### src/verilog/meas_pkg.sv
package meas_pkg;
  // Register word index; byte address is four times the index
  localparam int          IDX_W          = 10;
  localparam logic [9:0]  IDX_MEAS_CTRL  = 10'h01e;
  localparam logic [9:0]  IDX_CORR_HIGH  = 10'h01f;
  localparam logic [9:0]  IDX_CORR_LOW   = 10'h020;
  localparam logic [9:0]  IDX_OFFS_HIGH  = 10'h021;
  localparam logic [9:0]  IDX_OFFS_LOW   = 10'h022;
  localparam logic [9:0]  IDX_STR_CTRL   = 10'h023;
  localparam logic [9:0]  IDX_STR_VALUE  = 10'h024;
  localparam logic [9:0]  IDX_INT_STATUS = 10'h030;
  localparam logic [9:0]  IDX_INT_MASK   = 10'h031;
  // Measurement control field positions
  localparam int          BIT_OFFS_DONE  = 6;
  localparam int          BIT_OFFS_TRIG  = 5;
  localparam int          BIT_CORR_DONE  = 4;
  localparam int          BIT_AUTOWIPE   = 3;
  localparam int          BIT_AUTO_ON    = 2;
  localparam int          BIT_WIPE       = 1;
  localparam int          BIT_CORR_TRIG  = 0;
  // Strength control field positions
  localparam int          BIT_STR_DONE   = 1;
  localparam int          BIT_STR_TRIG   = 0;
  // Result widths and reset values
  localparam int          CORR_W         = 16;
  localparam int          STR_W          = 8;
  localparam logic [15:0] CORR_RST       = 16'h0000;
  localparam logic [15:0] OFFS_RST       = 16'h0000;
  localparam logic [7:0]  STR_RST        = 8'hff;
  localparam logic        CORR_DONE_RST  = 1'b1;
  localparam logic        OFFS_DONE_RST  = 1'b0;
  localparam logic        STR_DONE_RST   = 1'b1;
  // Interrupt event positions
  localparam int          EV_W           = 3;
  localparam int          EV_CORR        = 0;
  localparam int          EV_OFFS        = 1;
  localparam int          EV_STR         = 2;
  // Bus slave states, Gray along the path
  typedef enum logic [1:0] {
    APB_IDLE = 2'b00,
    APB_ACK  = 2'b01
  } apb_st_t;
endpackage

### src/verilog/meas_unit.sv
// One measurement: start pulse out, result capture, done flag
module meas_unit
  import meas_pkg::*;
#(
  parameter int         W        = 16,
  parameter logic [W-1:0] RST_VAL = '0,
  parameter logic       DONE_RST = 1'b1
) (
  input  wire logic         ref_clk,
  input  wire logic         nrst,
  input  wire logic         start,
  input  wire logic         wipe,
  input  wire logic         fe_done,
  input  wire logic [W-1:0] fe_value,
  output logic              go,
  output logic              done,
  output logic              evt,
  output logic [W-1:0]      value
);
  typedef struct packed {
    logic [W-1:0] value;  // Held result
    logic         done;   // Finished flag
    logic         go;     // Start pulse to front end
    logic         evt;    // Completion pulse
  } unit_t;

  unit_t s_r;  // Current state
  unit_t s_nxt;  // Next state

  // Next-state logic
  always_comb begin
    s_nxt = s_r;
    s_nxt.go = 1'b0;
    s_nxt.evt = 1'b0;
    // Wipe first, so a same-cycle result still lands
    if (wipe) begin
      s_nxt.value = RST_VAL;
    end
    // Whole word taken in one edge: high and low never mix
    if (fe_done && !s_r.done) begin
      s_nxt.value = fe_value;
      s_nxt.done = 1'b1;
      s_nxt.evt = 1'b1;
    end
    // A new start restarts a running one
    if (start) begin
      s_nxt.done = 1'b0;
      s_nxt.go = 1'b1;
    end
  end

  // State register
  always_ff @(posedge ref_clk or negedge nrst) begin
    if (!nrst) begin
      s_r <= '{value: RST_VAL, done: DONE_RST, go: 1'b0, evt: 1'b0};
    end else begin
      s_r <= s_nxt;
    end
  end

  assign go = s_r.go;
  assign done = s_r.done;
  assign evt = s_r.evt;
  assign value = s_r.value;
endmodule

### src/verilog/freq_meas_regs.sv
// Functional notes
// - Offset trigger starts measurement; reads zero; done flag
// - Correction done flag low while running
// - Autowipe clears correction before each auto phase
// - Auto mode corrects on receive entry
// - Wipe bit in receive clears correction
// - Correction trigger starts one correction
// - Correction signed 16 bits, bytes, resets zero
// - Applied correction is value times step
// - Offset signed 16 bits in two bytes
// - Frequency error is offset times step
// - Strength trigger starts strength measurement
// - Strength done low while sampling, resets one
// - Strength result half dB, resets all ones
// - Level is minus result over two
module freq_meas_regs
  import meas_pkg::*;
#(
  parameter int ADDR_W = 12
) (
  input  wire logic              ref_clk,
  input  wire logic              nrst,
  // APB slave
  input  wire logic              psel,
  input  wire logic              penable,
  input  wire logic              pwrite,
  input  wire logic [ADDR_W-1:0] paddr,
  input  wire logic [31:0]       pwdata,
  input  wire logic [3:0]        pstrb,
  output logic                   pready,
  output logic [31:0]            prdata,
  output logic                   pslverr,
  output logic                   irq,
  // Receive sequencer, same clock
  input  wire logic              rx_mode,
  // Correction engine
  output logic                   corr_start,
  input  wire logic              corr_done_in,
  input  wire logic [CORR_W-1:0] corr_value_in,
  output logic [CORR_W-1:0]      freq_correction_value,
  // Offset estimator
  output logic                   offs_start,
  input  wire logic              offs_done_in,
  input  wire logic [CORR_W-1:0] offs_value_in,
  // Strength estimator
  output logic                   str_start,
  input  wire logic              str_done_in,
  input  wire logic [STR_W-1:0]  str_value_in
);
  typedef struct packed {
    apb_st_t          st;        // Bus slave phase
    logic [31:0]      rdata;     // Read data
    logic             ready;     // Access acknowledge
    logic             slverr;    // Unmapped access
    logic             autowipe;  // Wipe before auto phase
    logic             auto_on;   // Correct on receive entry
    logic             rx_d;      // Receive mode, delayed
    logic [EV_W-1:0]  status;    // Sticky events
    logic [EV_W-1:0]  mask;      // Interrupt enables
    logic             irq;       // Interrupt level
  } top_t;

  top_t s_r;  // Current state
  top_t s_nxt;  // Next state

  logic [IDX_W-1:0]  idx;         // Word index of paddr
  logic              hit;         // Address decodes
  logic              wr_go;       // Write takes effect now
  logic              rx_rise;     // Receive mode entered
  logic              corr_trig;   // Software correction start
  logic              corr_go;     // Any correction start
  logic              corr_wipe;   // Clear correction value
  logic              offs_trig;   // Offset start
  logic              str_trig;    // Strength start
  logic [31:0]       rd_val;      // Read mux result
  logic [EV_W-1:0]   ev;          // Completion pulses
  logic              corr_done;   // Correction finished
  logic              offs_done;   // Offset finished
  logic              str_done;    // Strength finished
  logic [CORR_W-1:0] offs_value;  // Offset result
  logic [STR_W-1:0]  str_value;   // Strength result

  assign idx = paddr[ADDR_W-1:2];

  // Writes land only on the acknowledged access edge
  assign wr_go = psel && penable && pwrite && s_r.ready && pstrb[0];

  // Rising edge of receive mode
  assign rx_rise = rx_mode && !s_r.rx_d;

  // Trigger decode; zeros written do nothing
  always_comb begin
    corr_trig = 1'b0;
    offs_trig = 1'b0;
    str_trig = 1'b0;
    corr_wipe = 1'b0;
    if (wr_go && idx == IDX_MEAS_CTRL) begin
      corr_trig = pwdata[BIT_CORR_TRIG];
      offs_trig = pwdata[BIT_OFFS_TRIG];
      // Wipe only honoured in receive mode
      corr_wipe = pwdata[BIT_WIPE] && rx_mode;
    end
    if (wr_go && idx == IDX_STR_CTRL) begin
      str_trig = pwdata[BIT_STR_TRIG];
    end
    // Receive entry starts a correction in auto mode
    corr_go = corr_trig || (s_r.auto_on && rx_rise);
    // Autowipe only meaningful with auto mode on
    if (corr_go && s_r.autowipe && s_r.auto_on) begin
      corr_wipe = 1'b1;
    end
  end

  // Frequency correction; value feeds the synthesizer,
  // which scales it by its own frequency step
  meas_unit #(
    .W        (CORR_W),
    .RST_VAL  (CORR_RST),
    .DONE_RST (CORR_DONE_RST)
  ) u_corr (
    .ref_clk  (ref_clk),
    .nrst     (nrst),
    .start    (corr_go),
    .wipe     (corr_wipe),
    .fe_done  (corr_done_in),
    .fe_value (corr_value_in),
    .go       (corr_start),
    .done     (corr_done),
    .evt      (ev[EV_CORR]),
    .value    (freq_correction_value)
  );

  // Frequency offset estimate
  meas_unit #(
    .W        (CORR_W),
    .RST_VAL  (OFFS_RST),
    .DONE_RST (OFFS_DONE_RST)
  ) u_offs (
    .ref_clk  (ref_clk),
    .nrst     (nrst),
    .start    (offs_trig),
    .wipe     (1'b0),
    .fe_done  (offs_done_in),
    .fe_value (offs_value_in),
    .go       (offs_start),
    .done     (offs_done),
    .evt      (ev[EV_OFFS]),
    .value    (offs_value)
  );

  // Signal strength, result in half-dB magnitude
  meas_unit #(
    .W        (STR_W),
    .RST_VAL  (STR_RST),
    .DONE_RST (STR_DONE_RST)
  ) u_str (
    .ref_clk  (ref_clk),
    .nrst     (nrst),
    .start    (str_trig),
    .wipe     (1'b0),
    .fe_done  (str_done_in),
    .fe_value (str_value_in),
    .go       (str_start),
    .done     (str_done),
    .evt      (ev[EV_STR]),
    .value    (str_value)
  );

  // Read mux; unused bits and triggers read zero
  always_comb begin
    rd_val = '0;
    hit = 1'b1;
    case (idx)
      IDX_MEAS_CTRL: begin
        rd_val[BIT_OFFS_DONE] = offs_done;
        rd_val[BIT_CORR_DONE] = corr_done;
        rd_val[BIT_AUTOWIPE] = s_r.autowipe;
        rd_val[BIT_AUTO_ON] = s_r.auto_on;
      end
      // Signed two's complement, high then low byte
      IDX_CORR_HIGH: begin
        rd_val[7:0] = freq_correction_value[15:8];
      end
      IDX_CORR_LOW: begin
        rd_val[7:0] = freq_correction_value[7:0];
      end
      // Software scales by the step to get the error
      IDX_OFFS_HIGH: begin
        rd_val[7:0] = offs_value[15:8];
      end
      IDX_OFFS_LOW: begin
        rd_val[7:0] = offs_value[7:0];
      end
      IDX_STR_CTRL: begin
        rd_val[BIT_STR_DONE] = str_done;
      end
      // Level in dBm is minus this over two
      IDX_STR_VALUE: begin
        rd_val[STR_W-1:0] = str_value;
      end
      IDX_INT_STATUS: begin
        rd_val[EV_W-1:0] = s_r.status;
      end
      IDX_INT_MASK: begin
        rd_val[EV_W-1:0] = s_r.mask;
      end
      default: begin
        hit = 1'b0;
      end
    endcase
  end

  // Bus phases, control bits and interrupt state
  always_comb begin
    s_nxt = s_r;
    s_nxt.rx_d = rx_mode;
    case (s_r.st)
      // Setup seen: answer in the following access cycle
      APB_IDLE: begin
        if (psel && !penable) begin
          s_nxt.st = APB_ACK;
          s_nxt.ready = 1'b1;
          s_nxt.slverr = !hit;
          s_nxt.rdata = pwrite ? 32'h0000_0000 : rd_val;
        end
      end
      APB_ACK: begin
        s_nxt.st = APB_IDLE;
        s_nxt.ready = 1'b0;
        s_nxt.slverr = 1'b0;
      end
      default: begin
        s_nxt.st = APB_IDLE;
        s_nxt.ready = 1'b0;
      end
    endcase
    // Only the two stored control bits take writes
    if (wr_go && idx == IDX_MEAS_CTRL) begin
      s_nxt.autowipe = pwdata[BIT_AUTOWIPE];
      s_nxt.auto_on = pwdata[BIT_AUTO_ON];
    end
    if (wr_go && idx == IDX_INT_MASK) begin
      s_nxt.mask = pwdata[EV_W-1:0];
    end
    // Write one clears; a same-cycle event wins
    if (wr_go && idx == IDX_INT_STATUS) begin
      s_nxt.status = s_r.status & ~pwdata[EV_W-1:0];
    end
    s_nxt.status = s_nxt.status | ev;
    // Level follows the new status without extra lag
    s_nxt.irq = |(s_nxt.status & s_nxt.mask);
  end

  // State register
  always_ff @(posedge ref_clk or negedge nrst) begin
    if (!nrst) begin
      s_r <= '{st: APB_IDLE, rdata: 32'h0000_0000, ready: 1'b0,
               slverr: 1'b0, autowipe: 1'b0, auto_on: 1'b0,
               rx_d: 1'b0, status: '0, mask: '0, irq: 1'b0};
    end else begin
      s_r <= s_nxt;
    end
  end

  assign pready = s_r.ready;
  assign prdata = s_r.rdata;
  assign pslverr = s_r.slverr;
  assign irq = s_r.irq;

  // Checks
  logic ctrl_rd;  // Acknowledged read of control
  assign ctrl_rd = psel && penable && !pwrite && pready &&
                   idx == IDX_MEAS_CTRL;

  trig_zero_a: assert property (
    @(posedge ref_clk) disable iff (!nrst)
    ctrl_rd |-> prdata[BIT_OFFS_TRIG] == 1'b0 &&
                prdata[BIT_WIPE] == 1'b0 &&
                prdata[BIT_CORR_TRIG] == 1'b0)
    else $error("trigger bit read back nonzero");

  offs_start_a: assert property (
    @(posedge ref_clk) disable iff (!nrst)
    offs_trig |=> offs_start && !offs_done)
    else $error("offset trigger did not start");

  corr_busy_a: assert property (
    @(posedge ref_clk) disable iff (!nrst)
    corr_start && !corr_done_in |=> !corr_done)
    else $error("correction done not low while running");

  auto_rx_a: assert property (
    @(posedge ref_clk) disable iff (!nrst)
    s_r.auto_on && rx_mode && !$past(rx_mode) |-> ##1 corr_start)
    else $error("no correction on receive entry");

  manual_rx_a: assert property (
    @(posedge ref_clk) disable iff (!nrst)
    !s_r.auto_on && !corr_trig |=> !corr_start)
    else $error("correction started without trigger");

  wipe_rx_a: assert property (
    @(posedge ref_clk) disable iff (!nrst)
    wr_go && idx == IDX_MEAS_CTRL && pwdata[BIT_WIPE] &&
    rx_mode && !(corr_done_in && !corr_done)
    |=> freq_correction_value == CORR_RST)
    else $error("wipe in receive did not clear");

  autowipe_a: assert property (
    @(posedge ref_clk) disable iff (!nrst)
    corr_go && !s_r.autowipe && !corr_wipe &&
    !(corr_done_in && !corr_done)
    |=> $stable(freq_correction_value))
    else $error("correction value lost without wipe");

  str_start_a: assert property (
    @(posedge ref_clk) disable iff (!nrst)
    str_trig |=> str_start && !str_done ##1
                 !str_done || $past(str_done_in))
    else $error("strength trigger did not start");

  str_result_a: assert property (
    @(posedge ref_clk) disable iff (!nrst)
    str_done_in && !str_done && !str_trig
    |=> str_done && str_value == $past(str_value_in))
    else $error("strength result not captured");

  // Level must follow an unmasked event at the very next edge
  irq_level_a: assert property (
    @(posedge ref_clk) disable iff (!nrst)
    |(ev & s_r.mask) && !(wr_go && idx == IDX_INT_MASK)
    |=> irq)
    else $error("interrupt not raised");

  corr_cap_a: assert property (
    @(posedge ref_clk) disable iff (!nrst)
    corr_done_in && !corr_done && !corr_go
    |=> corr_done && freq_correction_value == $past(corr_value_in))
    else $error("correction word not captured whole");

  cov_auto_c: cover property (
    @(posedge ref_clk) disable iff (!nrst)
    rx_rise && s_r.auto_on && s_r.autowipe);
  cov_offs_c: cover property (
    @(posedge ref_clk) disable iff (!nrst)
    offs_start ##[1:20] offs_done);
  cov_irq_c: cover property (
    @(posedge ref_clk) disable iff (!nrst)
    $rose(irq));
  cov_err_c: cover property (
    @(posedge ref_clk) disable iff (!nrst)
    pready && pslverr);
endmodule

### config.mk
export PLATFORM = sky130hd
export DESIGN_NAME = freq_meas_regs
export DESIGN_NICKNAME = d
export VERILOG_FILES = /design/src/verilog/meas_pkg.sv /design/src/verilog/meas_unit.sv /design/src/verilog/freq_meas_regs.sv
export SDC_FILE = /design/constraint.sdc
export NUM_CORES = 1
export LEC_CHECK = 0
export BUFFER_PORTS_ARGS = -buffer_cell sky130_fd_sc_hd__buf_2
export CAP_MARGIN = 10
export CORE_MARGIN = 10
export CORE_UTILIZATION = 40
export DETAILED_ROUTE_END_ITERATION = 12
export PLACE_DENSITY = 0.77
export SETUP_SLACK_MARGIN = 0.05
export SLEW_MARGIN = 20
export SYNTH_ARGS = -nofsm -noshare
export SYNTH_HDL_FRONTEND = slang
export SYNTH_HIERARCHICAL = 1
export SYNTH_SLANG_ARGS = --single-unit
export TNS_END_PERCENT = 5
### constraint.sdc
create_clock -name ref_clk -period 3.5 [get_ports ref_clk]
set_input_delay 0.175 -clock ref_clk [delete_from_list [all_inputs] [get_ports ref_clk]]
set_output_delay 0.175 -clock ref_clk [all_outputs]
set_load 0.01 [all_outputs]
==> results.cfg <==
[status]
status = finished clean

[floorplan]
io_pins = 151
dieHeight_um = 118
start_util_pct = 41.2
die_area_um2 = 13900
fp-row-count = 35
die_w_um = 118
core-area_um2 = 9280

[worst_setup_path]
path_class = in -> reg
crit_fanout = 16
worstSetupStartpointType = primary input
arrival_ns = 2.59
endpoint_kind = flip-flop
crit_required_ns = 3.74

[synthesis]
yosysTopAreaCellShare_pct = 38.6
syn_area_um2 = 3830
yosysMostFrequentCell = dfrtp_1
ys_top_cells_by_area = dfrtp_1, mux2_4, buf_4
synthXorXnorAreaFrac_pct = 0
ys_seq_area_share_pct = 45.4
synth_async_sr_flop_share_pct = 100
synth_top_family_by_area = simple AND/OR/NAND/NOR gates
synth_mux_area_share_pct = 15.6
synth_adder_area_share_pct = 0
yosysUniqueCellTypes = 50
ys_top_cells_by_count = dfrtp_1, buf_4, nor2_1, nor2b_1, mux2_2
ys_warn_count = 6
yosys.area_share.simple_pct = 18.8
yosysTopAreaCell = dfrtp_1
syn_inst = 345
synth_edf_count = 0
synth_compound_area_share_pct = 9.22
ys.flop_type = dfrtp_1
synth_area_per_cell_um2 = 11.1
synth_seq_cells = 69

[finish]
fin_nets = 534
ff_latch_area_um2 = 1740
antenna_cells = 0
drive_above_1_share_pct = 38.0
multi_input_area_um2 = 1790
fill_cells = 907
area_growth_pct = 15.1

[drt]
first_pass_iters = 6
drt_wl_total_mm = 10.2
drtAntennaViolNets = 0
avgRoutedWirePerCell_um = 17.8
drc = 0
vias_per_cell = 4.89
drt_iter0_markers = 157
via_count = 2794

[timing]
finalCriticalPeriod_ns = 2.35
max_freq_mhz = 425
tns_ns = 0
rsz0062_at_grt = false
final_max_slew_viol_count = 0
hold_viol = 0
max_slew_margin_pct = 29.9
fin_skew_ns = 0.00841
setup-violations-final = 0
worst_pin_slew_ns = 1.04
final.period_utilization_pct = 67.2

[grt]
grt_antenna_before_repair = 0
grt_max_degree = 51
grt_pass1_vias = 3020
grt_usage_pct = 14.5
grt_pass1_wl_mm = 16.1
overflow = 0

[cts]
postCtsSetupRepairBufs = 0
cts_root_buf = clkbuf_8
clkLatencyLatePin_ns = 0.35
clockBufferDepth = 2
cts_tree = done
cts_made_buffers = 9
htree_levels = 3
cts.reportedPaths.clkPinSlew_ns = 0.07
clock_sinks = 69

[pwr]
cellPowerDensity_nw_per_um2 = 368
vdd_ir_drop_max_mv = 0.165
power_leakage_nw = 2.28
p_total_mw = 1.62

[placed_design]
portBuffers = 94
gp_congestion = 0.855
hpwlAfterDp_mm = 7.87

[hold_path]
min_path_type = in -> reg

[job]
drv_cap = 0
metrics by stage:
stage	std cells	hold slack (ns)	instance area [µm²]	utilization (%)	setup slack [ns]
2_1_floorplan	376	-0.121	3940	-	0.985
3_3_place_gp	553	0.313	4220	45.4	0.839
3_5_place_dp	553	0.321	4220	45.4	0.811
4_1_cts	570	0.0384	4390	47.3	1.17
5_1_grt	571	0.0359	4400	47.4	1.06
6_report	571	0.0490	4400	47.4	1.15
placed cells by master, fill, tap and decap left out, types with 3 or more instances in the layout:
master     instances
buf_2             93
dfrtp_1           59
conb_1            32
nor2b_1           21
nor2_1            21
mux2_2            20
mux2_4            18
nand2_1           16
and2b_1           14
a21oi_1           13
clkbuf_8          10
dfstp_2           10
inv_1              9
o21ai_0            9
a22oi_1            8
mux2i_1            8
nor3b_1            8
nand3_1            6
nor3_1             5
a21o_1             5
o31ai_1            4
nor4_1             4
clkbuf_1           4
buf_4              4
and4_1             3
and3_1             3
a222oi_1           3
o2bb2ai_1          3
nand2b_4           3
layer usage:
metal | vias to the layer above | track usage, % | wire (µm)
met1 | 1330 | 17.5 | 4420
met3 | 13 | 5.80 | 900
met5 | - | 0 | 0
met4 | 0 | 4.33 | 137
met2 | 119 | 23.1 | 4720
li1 | 1332 | - | -
power by group:
| group | switching, mW | internal (mW) |
|---|---|---|
| sequential | 0.0220 | 0.824 |
| clock | 0.290 | 0.275 |
| combinational | 0.113 | 0.0952 |
| total | 0.425 | 1.19 |
layout make-up:
type,count,area share (%)
well taps,129,3.66
multi-input cells,249,40.7
inverters,9,0.767
clock buffers,14,3.47
repair buffers,99,11.7
clock inverters,2,0.227
flip-flops and latches,69,39.5
flip-flops by register name, indices dropped and copies added (netlist names):
register      flops
irq               1
prdata            8
pready            1
pslverr           1
s_r               9
u_corr/done       1
u_corr/evt        1
u_corr/go         1
u_corr/value     16
u_offs/done       1
u_offs/evt        1
u_offs/go         1
u_offs/value     16
u_str/done        1
u_str/evt         1
u_str/go          1
u_str/value       8
what timing repair did:
action | in CTS | in global routing
resized for setup | 0 | 0
hold buffers | 1 | 1
endpoints found under the hold margin | 1 | 40
logic make-up after synthesis:
family,Yosys count
mux,47
simple gates,119
flops,69
other cells,1
buf+inv,58
compound gates,51
critical path, cell delays in order:
cell	delay, ns
buf_2	0.10
or4_1	0.70
nor4_1	0.28
buf_4	0.19
nand3_1	0.08
nand2_1	0.13
a31o_2	0.42
and2b_1	0.25
mux2_2	0.26
path summary, 6_finish.rpt:
kind | startpoint | to | slack (ns) | cells after the start
worst max-delay path | paddr[9] | u_corr/value[12] | 1.15 | 9
worst min-delay path | offs_value_in[11] | u_offs/value[11] | 0.05 | 2
worst max register to register | pready | u_corr/value[12] | 1.53 | 6
worst min register to register | u_corr/evt | s_r[4] | 0.45 | 2
max in group asynchronous | nrst | u_corr/done | 2.35 | 3
min in group asynchronous | nrst | s_r[2] | 0.39 | 2
No activity file was read; power rests on OpenSTA's default activity.
